<file path="src/rtl/dpc_pkg.sv">
// Functional notes
// - single 12.288 MHz clock, rates to 48000 Hz; timing constants here assume 10.0 MHz (DPC_CLK_MHZ, DPC_TICKS_PER_SEC)
// - clock range bit halves incoming clock
// - async reset restores all registers and state
// - reset is powerdown: clocks stopped, crystal pin low
// - outputs default during reset, inputs released
// - data request low 22000 cycles after reset
// - clock multiplier 1.0x to 5.0x, reset 1.0x
// - soft reset holds data request low 22000 cycles
// - zero multiplier selects 1.0x, pll off
// - low sample rate value slows audio ticks
// - volume all ones disables analog drivers
// - no decodable data clears both header registers
// - cancel bit self clears after stream drains
// - play rate persists, 1 means normal speed
// - nominal byte rate ignores fast play
// - jump inhibit flag blocks host jumps
// - elapsed seconds ignore jumps, count decoded data
// - exact position reads -1 without time info
// - top three multiplier bits pick 1.0x..5.0x
package dpc_pkg;
  // register indices; the apb byte address is four times the index
  localparam logic [7:0] DPC_IDX_MODE = 8'h00;
  localparam logic [7:0] DPC_IDX_STATUS = 8'h01;
  localparam logic [7:0] DPC_IDX_TONE = 8'h02;
  localparam logic [7:0] DPC_IDX_CLKMUL = 8'h03;
  localparam logic [7:0] DPC_IDX_DECTIME = 8'h04;
  localparam logic [7:0] DPC_IDX_AUDATA = 8'h05;
  localparam logic [7:0] DPC_IDX_HDRLO = 8'h08;
  localparam logic [7:0] DPC_IDX_HDRHI = 8'h09;
  localparam logic [7:0] DPC_IDX_VOL = 8'h0b;
  localparam logic [7:0] DPC_IDX_RATE = 8'h10;
  localparam logic [7:0] DPC_IDX_NOMINAL_BYTE_RATE = 8'h11;
  localparam logic [7:0] DPC_IDX_POS = 8'h12;
  localparam logic [7:0] DPC_IDX_FILL = 8'h13;
  localparam logic [7:0] DPC_IDX_HDRSET = 8'h14;
  // mode register fields
  localparam int DPC_MODE_SOFT_RESET = 2;
  localparam int DPC_MODE_CANCEL = 3;
  localparam int DPC_MODE_CLK_RANGE = 15;
  // status register fields
  localparam int DPC_ST_JUMP_INHIBIT = 15;
  localparam int DPC_ST_ANALOG_OFF = 3;
  localparam int DPC_ST_PLL_ON = 2;
  localparam int DPC_ST_IDLE = 1;
  localparam int DPC_ST_BUSY = 0;
  // clock multiplier field position
  localparam int DPC_MULT_LSB = 13;
  // reset values and the volume off code
  localparam logic [15:0] DPC_VOL_RESET = 16'h0000;
  localparam logic [15:0] DPC_VOL_OFF = 16'hffff;
  localparam logic [15:0] DPC_ZERO16 = 16'h0000;
  localparam logic [15:0] DPC_RATE_NORMAL = 16'h0001;
  localparam logic [15:0] DPC_AUDATA_RESET = 16'hac45;
  localparam logic [31:0] DPC_POS_NONE = 32'hffff_ffff;
  localparam logic [7:0] DPC_FILL_RESET = 8'h00;
  // timing
  localparam int DPC_REQ_LOW_CYCLES = 22000;
  localparam real DPC_SOFT_WAIT_US = 2.0;
  localparam real DPC_CLK_MHZ = 10.0;
  localparam int DPC_SOFT_WAIT_CYC = int'($ceil(DPC_SOFT_WAIT_US * DPC_CLK_MHZ));
  // bytes the cancel must drain before clearing
  localparam int DPC_CANCEL_BYTES = 32;
  localparam int DPC_TICKS_PER_SEC = 10000000;
  // recovery states
  typedef enum logic [1:0] {
    DPC_ST_HOLD = 2'b00,
    DPC_ST_READY = 2'b01,
    DPC_ST_SOFT = 2'b10
  } dpc_state_type;
endpackage

</file>
<file path="src/rtl/dpc_top.sv">
`timescale 1ns/1ns
module dpc_top
#(
  parameter int REQ_LOW_CYCLES = dpc_pkg::DPC_REQ_LOW_CYCLES,
  parameter int TICKS_PER_SEC = dpc_pkg::DPC_TICKS_PER_SEC
)
(
  input wire logic pclk,
  input wire logic presetn,
  input wire logic psel,
  input wire logic penable,
  input wire logic pwrite,
  input wire logic [31:0] paddr,
  input wire logic [31:0] pwdata,
  output logic [31:0] prdata,
  output logic pready,
  output logic pslverr,
  input wire logic stream_valid_pin,
  input wire logic [7:0] stream_byte_pin,
  input wire logic decoded_tick_pin,
  output logic data_request,
  output logic clk_half_sel,
  output logic [2:0] multiplier_select,
  output logic pll_enable,
  output logic analog_enable,
  output logic crystal_out_pin
);
  import dpc_pkg::*;

  // apb decode: one wait-free access phase
  logic setup_hit;
  logic wr_hit;
  logic [7:0] widx;
  logic [15:0] wd;
  assign setup_hit = psel && !penable;
  assign wr_hit = psel && penable && pwrite;
  assign widx = paddr[9:2];
  assign wd = pwdata[15:0];

  // pin synchronisers, two flops each
  // byte lines cross per bit; only the strobe path is used here,
  // so a byte caught mid-change cannot do harm
  logic sv_s1_reg, sv_s2_reg, dt_s1_reg, dt_s2_reg, dt_d_reg;
  logic [7:0] sb_s1_reg, sb_s2_reg;
  logic sv_d_reg;
  always_ff @(posedge pclk or negedge presetn)
  begin
    if (!presetn)
    begin
      sv_s1_reg <= 1'b0;
      sv_s2_reg <= 1'b0;
      sv_d_reg <= 1'b0;
      sb_s1_reg <= 8'h00;
      sb_s2_reg <= 8'h00;
      dt_s1_reg <= 1'b0;
      dt_s2_reg <= 1'b0;
      dt_d_reg <= 1'b0;
    end
    else
    begin
      sv_s1_reg <= stream_valid_pin;
      sv_s2_reg <= sv_s1_reg;
      sv_d_reg <= sv_s2_reg;
      sb_s1_reg <= stream_byte_pin;
      sb_s2_reg <= sb_s1_reg;
      dt_s1_reg <= decoded_tick_pin;
      dt_s2_reg <= dt_s1_reg;
      dt_d_reg <= dt_s2_reg;
    end
  end
  // byte strobe on rising valid edge (byte rate skips it in hold; cancel count does not)
  // edge detect flops reset low to match idle pins, so no false strobe
  logic byte_stb;
  logic sec_tick;
  assign byte_stb = sv_s2_reg && !sv_d_reg;
  assign sec_tick = dt_s2_reg && !dt_d_reg;

  // software registers
  logic [15:0] mode_reg, tone_reg, clkmul_reg, audata_reg, vol_reg, rate_reg;
  logic [15:0] hdrlo_reg, hdrhi_reg, nominal_byte_rate_reg, dectime_reg;
  logic [31:0] pos_reg;
  logic [7:0] fill_reg;
  // set while a jump would corrupt the stream
  logic jump_inhibit_reg;
  // reset recovery state
  dpc_state_type state_reg;
  // bytes seen since cancel was set
  logic [15:0] cancel_cnt_reg;
  logic soft_go;
  logic cancel_done;
  // soft reset request from a mode write
  assign soft_go = wr_hit && widx == DPC_IDX_MODE && wd[DPC_MODE_SOFT_RESET];
  assign cancel_done = mode_reg[DPC_MODE_CANCEL] && byte_stb &&
                       cancel_cnt_reg == 16'(DPC_CANCEL_BYTES - 1);

  // async reset of configuration
  // soft reset leaves these alone, so volume and play rate persist
  always_ff @(posedge pclk or negedge presetn)
  begin
    if (!presetn)
    begin
      tone_reg <= DPC_ZERO16;
      clkmul_reg <= DPC_ZERO16;
      audata_reg <= DPC_AUDATA_RESET;
      vol_reg <= DPC_VOL_RESET;
      // play rate normal only on chip reset
      rate_reg <= DPC_RATE_NORMAL;
      fill_reg <= DPC_FILL_RESET;
    end
    else if (wr_hit)
    begin
      case (widx)
        DPC_IDX_TONE: tone_reg <= wd;
        DPC_IDX_CLKMUL: clkmul_reg <= wd;
        DPC_IDX_AUDATA: audata_reg <= wd;
        DPC_IDX_VOL: vol_reg <= wd;
        DPC_IDX_RATE: rate_reg <= wd;
        DPC_IDX_FILL: fill_reg <= wd[7:0];
        default: ;
      endcase
    end
  end

  // mode register, cancel bit self-clears
  // a host write beats the drain clear, so a fresh cancel is never lost
  always_ff @(posedge pclk or negedge presetn)
  begin
    if (!presetn)
      mode_reg <= DPC_ZERO16;
    else if (wr_hit && widx == DPC_IDX_MODE)
      // soft reset bit is a command, not stored
      mode_reg <= wd & ~(16'h0001 << DPC_MODE_SOFT_RESET);
    else if (cancel_done)
      mode_reg[DPC_MODE_CANCEL] <= 1'b0;
  end

  // cancel drain byte counter
  // counts stream byte strobes only while the cancel bit is set
  always_ff @(posedge pclk or negedge presetn)
  begin
    if (!presetn)
      cancel_cnt_reg <= DPC_ZERO16;
    else if (!mode_reg[DPC_MODE_CANCEL] || cancel_done)
      cancel_cnt_reg <= DPC_ZERO16;
    else if (byte_stb)
      cancel_cnt_reg <= cancel_cnt_reg + 16'h0001;
  end

  // request-low counter and recovery machine
  // counter sized for the default hold; a larger count needs a wider one
  logic [15:0] hold_cnt_reg;
  always_ff @(posedge pclk or negedge presetn)
  begin
    if (!presetn)
    begin
      state_reg <= DPC_ST_HOLD;
      hold_cnt_reg <= DPC_ZERO16;
    end
    else
    begin
      case (state_reg)
        DPC_ST_HOLD:
        begin
          if (hold_cnt_reg == 16'(REQ_LOW_CYCLES - 1))
            state_reg <= DPC_ST_READY;
          else
            hold_cnt_reg <= hold_cnt_reg + 16'h0001;
        end
        DPC_ST_READY:
        begin
          if (soft_go)
            state_reg <= DPC_ST_SOFT;
        end
        DPC_ST_SOFT:
        begin
          // this state already counts as one low cycle, so the soft
          // hold ends after the same count as a chip reset
          hold_cnt_reg <= 16'h0001;
          state_reg <= DPC_ST_HOLD;
        end
        default: state_reg <= DPC_ST_HOLD;
      endcase
    end
  end
  // request stays low in every state but ready
  logic in_hold;
  assign in_hold = state_reg != DPC_ST_READY;

  // decode status: header, time, rate, position
  logic [31:0] sec_cnt_reg;
  logic [15:0] bytes_sec_reg;
  always_ff @(posedge pclk or negedge presetn)
  begin
    if (!presetn)
    begin
      hdrlo_reg <= DPC_ZERO16;
      hdrhi_reg <= DPC_ZERO16;
      dectime_reg <= DPC_ZERO16;
      nominal_byte_rate_reg <= DPC_ZERO16;
      pos_reg <= DPC_POS_NONE;
      jump_inhibit_reg <= 1'b1;
      sec_cnt_reg <= 32'h0000_0000;
      bytes_sec_reg <= DPC_ZERO16;
    end
    else if (state_reg == DPC_ST_SOFT)
    begin
      hdrlo_reg <= DPC_ZERO16;
      hdrhi_reg <= DPC_ZERO16;
      dectime_reg <= DPC_ZERO16;
      nominal_byte_rate_reg <= DPC_ZERO16;
      pos_reg <= DPC_POS_NONE;
      jump_inhibit_reg <= 1'b1;
      sec_cnt_reg <= 32'h0000_0000;
      bytes_sec_reg <= DPC_ZERO16;
    end
    else
    begin
      // drained stream forbids jumps again
      // the drain event wins over a header post in the same cycle
      if (cancel_done)
      begin
        hdrlo_reg <= DPC_ZERO16;
        hdrhi_reg <= DPC_ZERO16;
        jump_inhibit_reg <= 1'b1;
      end
      // header value posted by an apb write to the header set index
      else if (wr_hit && widx == DPC_IDX_HDRSET)
      begin
        hdrhi_reg <= pwdata[31:16];
        hdrlo_reg <= wd;
        jump_inhibit_reg <= 1'b0;
      end
      if (wr_hit && widx == DPC_IDX_DECTIME)
        dectime_reg <= wd;
      else if (sec_tick)
        dectime_reg <= dectime_reg + 16'h0001;
      // byte rate over wall time, unscaled
      if (wr_hit && widx == DPC_IDX_DECTIME)
      begin
        sec_cnt_reg <= 32'h0000_0000;
        bytes_sec_reg <= DPC_ZERO16;
      end
      else if (sec_cnt_reg == 32'(TICKS_PER_SEC - 1))
      begin
        sec_cnt_reg <= 32'h0000_0000;
        nominal_byte_rate_reg <= bytes_sec_reg;
        bytes_sec_reg <= DPC_ZERO16;
      end
      else
      begin
        sec_cnt_reg <= sec_cnt_reg + 32'h0000_0001;
        if (byte_stb && !in_hold)
          bytes_sec_reg <= bytes_sec_reg + 16'h0001;
      end
      if (wr_hit && widx == DPC_IDX_POS)
        pos_reg <= pwdata;
    end
  end

  // outputs and pin drive, all registered
  always_ff @(posedge pclk or negedge presetn)
  begin
    if (!presetn)
    begin
      data_request <= 1'b0;
      clk_half_sel <= 1'b0;
      multiplier_select <= 3'b000;
      pll_enable <= 1'b0;
      analog_enable <= 1'b0;
      crystal_out_pin <= 1'b0;
    end
    else
    begin
      data_request <= !in_hold && !(state_reg == DPC_ST_READY && soft_go);
      clk_half_sel <= mode_reg[DPC_MODE_CLK_RANGE];
      multiplier_select <= clkmul_reg[15:DPC_MULT_LSB];
      pll_enable <= clkmul_reg[15:DPC_MULT_LSB] != 3'b000;
      analog_enable <= vol_reg != DPC_VOL_OFF;
      // crystal pin released once out of powerdown
      crystal_out_pin <= 1'b1;
    end
  end

  // apb read data, registered at setup
  // registering here costs nothing: pready is one cycle late anyway
  // status bits: jump inhibit, analog off, pll on, idle, hold
  // these bit positions follow the package field constants
  logic [15:0] status_val;
  assign status_val = {jump_inhibit_reg, 11'h000, vol_reg == DPC_VOL_OFF,
                       clkmul_reg[15:DPC_MULT_LSB] != 3'b000, !sv_s2_reg, in_hold};
  always_ff @(posedge pclk or negedge presetn)
  begin
    if (!presetn)
    begin
      prdata <= 32'h0000_0000;
      pslverr <= 1'b0;
      pready <= 1'b0;
    end
    else
    begin
      pready <= setup_hit;
      pslverr <= 1'b0;
      prdata <= 32'h0000_0000;
      if (setup_hit)
      begin
        case (paddr[9:2])
          DPC_IDX_MODE: prdata <= {16'h0000, mode_reg};
          DPC_IDX_STATUS: prdata <= {16'h0000, status_val};
          DPC_IDX_TONE: prdata <= {16'h0000, tone_reg};
          DPC_IDX_CLKMUL: prdata <= {16'h0000, clkmul_reg};
          DPC_IDX_DECTIME: prdata <= {16'h0000, dectime_reg};
          DPC_IDX_AUDATA: prdata <= {16'h0000, audata_reg};
          DPC_IDX_HDRLO: prdata <= {16'h0000, hdrlo_reg};
          DPC_IDX_HDRHI: prdata <= {16'h0000, hdrhi_reg};
          DPC_IDX_VOL: prdata <= {16'h0000, vol_reg};
          DPC_IDX_RATE: prdata <= {16'h0000, rate_reg};
          DPC_IDX_NOMINAL_BYTE_RATE: prdata <= {16'h0000, nominal_byte_rate_reg};
          DPC_IDX_POS: prdata <= pos_reg;
          DPC_IDX_FILL: prdata <= {24'h00_0000, fill_reg};
          DPC_IDX_HDRSET: prdata <= 32'h0000_0000;
          // unmapped address answers with error
          default: pslverr <= 1'b1;
        endcase
      end
    end
  end
endmodule // dpc_top
</file>
<file path="config.mk">
export PLATFORM = sky130hd
export DESIGN_NAME = dpc_top
export DESIGN_NICKNAME = d
export VERILOG_FILES = /design/src/rtl/dpc_pkg.sv /design/src/rtl/dpc_top.sv
export SDC_FILE = /design/constraint.sdc
export NUM_CORES = 1
export LEC_CHECK = 0
export ABC_CLOCK_PERIOD_IN_PS = 2880
export BUFFER_PORTS_ARGS = -buffer_cell sky130_fd_sc_hd__buf_2
export CORE_MARGIN = 2
export CORE_UTILIZATION = 30
export CTS_BUF_LIST = sky130_fd_sc_hd__clkbuf_4 sky130_fd_sc_hd__clkbuf_8
export CTS_CLUSTER_SIZE = 24
export DETAILED_ROUTE_END_ITERATION = 16
export GPL_TIMING_DRIVEN = 0
export PLACE_DENSITY = 0.48
export REMOVE_ABC_BUFFERS = 1
export SYNTH_ARGS = -nofsm -noshare
export SYNTH_HDL_FRONTEND = slang
export SYNTH_SLANG_ARGS = --single-unit
</file>
<file path="constraint.sdc">
create_clock -name pclk -period 2.88 [get_ports pclk]
set_input_delay 0.288 -clock pclk [delete_from_list [all_inputs] [get_ports pclk]]
set_output_delay 0.288 -clock pclk [all_outputs]
set_load 0.01 [all_outputs]
</file>
==> flow_metrics.tcl <==
set metrics [dict create \
    dpl.hpwl_mm 29.1 \
    start_kind "input port" \
    placed_area_um2 16500 \
    tritoncts "built" \
    crit_fanout 21 \
    tightest_slew_ns 1.33 \
    max_stage_delay_ns 1.06 \
    synth_top_area_share_pct 47.5 \
    async_flop_share_pct 100 \
    r2r-start "sec_cnt_reg[24]" \
    crit_path_end "tone_reg[14]" \
    ff2ff_setup_slack_ns 0.12 \
    ios 121 \
    grt_max_degree 113 \
    grt_overflow_total 0 \
    multiInputGateArea_um2 6620 \
    grt_pass1_vias 11345 \
    ff2ff_path_depth 6 \
    first_pass_iters 5 \
    hold_ws_ns 0.134 \
    hold_class "input port to async pin" \
    finalHoldViolCount 0 \
    min_period_over_period_pct 96.1 \
    yosys_warnings 0 \
    start_util_pct 30.4 \
    synth_edf_count 0 \
    wirelength_mm 44.3 \
    max_slew_margin_pct 10.8 \
    peakVddDrop_mv 0.340 \
    arrival_ns 3.28 \
    htreeDepth 2 \
    drv_slew 0 \
    startpoint "paddr[6]" \
    avgViaCountPerCell 5.09 \
    grt_busiest_layer "met2" \
    fin_area_um2 18300 \
    clock_skew_ns 0.0599 \
    path_cells "buf_2 > nor4_4 > nand3_1 > mux2_2" \
    clock_latency_ns 0.69 \
    route.vias.total 11522 \
    gp_congestion 0.842 \
    drv_cap 0 \
    worstReg2RegEnd "sec_cnt_reg[4]" \
    antenna_found_initial 1 \
    fillers 4959 \
    yosysSeqAreaShare_pct 54.5 \
    cts_root_buffer "clkbuf_8" \
    drc 0 \
    yosysTopAreaCell "dfrtp_1" \
    dieArea_um2 52600 \
    rsz0062_at_grt "no" \
    core_um2 50200 \
    synthTopCellsByArea "dfrtp_1 (47%), mux2_2 (8.7%), dfstp_2 (7.1%)" \
    use_met1_pct 23.7 \
    syn_area_per_cell_um2 10.6 \
    drive_gt1_share_pct 24.4 \
    slowest_stage "nand3_1" \
    clock_path_buffers 3 \
    drtAntennaViolNets 0 \
    clk_pin_slew_ns 0.06 \
    io_buffer_count 88 \
    wl_per_cell_um 19.6 \
    netlist_instances 1440 \
    syn_area_um2 15200 \
    ys.flop_type "dfrtp_1" \
    seqCellArea_um2 8310 \
    rows 82 \
    status "finished clean" \
    grt_util_met3_pct 4.16 \
    crit_required_ns 3.39 \
    fmax_ghz 0.361 \
    diodes 0 \
    dieHeight_um 229 \
    die_x_um 229 \
    ys_ff_latch 330 \
    criticalPathCategory "input port to flop" \
    grt_pass1_wl_mm 69.4 \
    layout.nets 1630 \
    p_per_area_nw_per_um2 604 \
    ys_types 67 \
    p_leak_uw 0.00822 \
    cts_sinks 330 \
    track_usage_pct 16.9 \
    setup_violations 0 \
    period_minus_slack_ns 2.77 \
    drt_iter0_drc 914 \
    numCtsBuffers 57 \
    grt_use_met2_pct 25.6 \
    cp-end-kind "flop" \
    area_delta_synth_final_pct 20.4 \
]
==> cell usage after synthesis (all sizes together), types with 11 or more instances <==
cell type,count
clkbuf,74
nor4,13
nand2,197
o21ai,28
or3,13
a31oi,16
and3,18
a21oi,63
buf,17
a22o,21
nor2,110
nand3,83
nor2b,11
a22oi,18
mux2,118
xnor2,45
dfrtp,289
and2,22
nor3,33
mux2i,23
dfstp,41
nand4,29
xor2,37
inv,14
==> logic make-up after synthesis <==
logic type / share of synthesized area, %
other: 0.0246
AND/OR/NAND/NOR: 18.4
multiplexers: 10.2
flip-flops: 54.5
AO/OA/AOI/OAI: 8.83
adder cells (fa/ha/maj): 0.411
buffers and inverters: 2.86
XOR/XNOR: 4.71
==> metal layers <==
layer | vias up | wire length [um]
met5 | - | 12
met4 | 2 | 1170
met3 | 79 | 2920
met2 | 309 | 19500
met1 | 5796 | 20700
li1 | 5336 | -
==> metrics by stage <==
step / worst slack [ns] / utilization [%] / cells / setup TNS [ns] / power, uW
floorplan: -0.791 / - / 1349 / -45.98 / 5480
global placement: -5.12 / 32.2 / 2109 / -2170.19 / 5840
detailed placement: -1.28 / 32.8 / 2121 / -146.85 / 5880
CTS: 0.0761 / 36.5 / 2265 / 0 / 11300
global route: 0.00158 / 36.6 / 2265 / 0 / 11600
finish: 0.112 / 36.6 / 2265 / 0 / 11100
==> worst min path at each step <==
stage | cells after the start | endpoint | slack [ns]
global route | 2 | prdata[30] | 0.14
floorplan | 0 | analog_enable | -0.008
global placement | 0 | sv_s2_reg | 0.33
detailed placement | 1 | prdata[30] | 0.27
finish | 2 | prdata[30] | 0.13
CTS | 4 | prdata[3] | 0.09
==> layout by cell type (no fill, tap or decap), types with 7 or more instances in the layout <==
cell / instances
a211oi_1: 8
a21oi_1: 63
a222oi_1: 10
a22o_1: 21
a22oi_1: 18
a31oi_1: 16
and2_1: 21
and3_1: 17
and4_1: 10
buf_16: 8
buf_2: 87
clkbuf_4: 13
clkbuf_8: 80
dfrtp_1: 289
dfstp_2: 41
dlygate4sd3_1: 37
inv_1: 14
mux2_2: 118
mux2i_1: 23
nand2_1: 194
nand3_1: 80
nand4_1: 29
nor2_1: 105
nor2b_1: 10
nor3_1: 31
nor4_1: 11
o21ai_0: 28
or3_1: 13
or4_1: 7
xnor2_1: 45
xor2_1: 37
==> worst max-delay path: cells and delay by family <==
family | cells | cell delay [ns]
buffers and inverters | 1 | 0.28
AND/OR/NAND/NOR | 2 | 2.11
multiplexers | 1 | 0.58
==> layout make-up <==
| class | instances | area share [%] |
|---|---|---|
| sequential | 330 | 45.3 |
| multi-input combinational | 1004 | 36.1 |
| clock buffer | 93 | 6.53 |
| timing repair buffer | 138 | 5.88 |
| tap | 672 | 4.58 |
| clock inverter | 13 | 1.31 |
| inverter | 15 | 0.307 |
==> power by group <==
part,total (uW),internal [uW],switching (uW)
sequential,5070,4850,213
combinational,776,319,457
clock,5240,3180,2070
total,11100,8350,2740
==> timing repair <==
action	4_1_cts	5_1_grt
buffers inserted	1	0
resized for setup	4	4
hold buffers	37	0
hold endpoints to repair	212	0
endpoints found under the setup margin	79	71
pin swaps	1	0
Note: power is estimated with default switching activity, not from simulation.
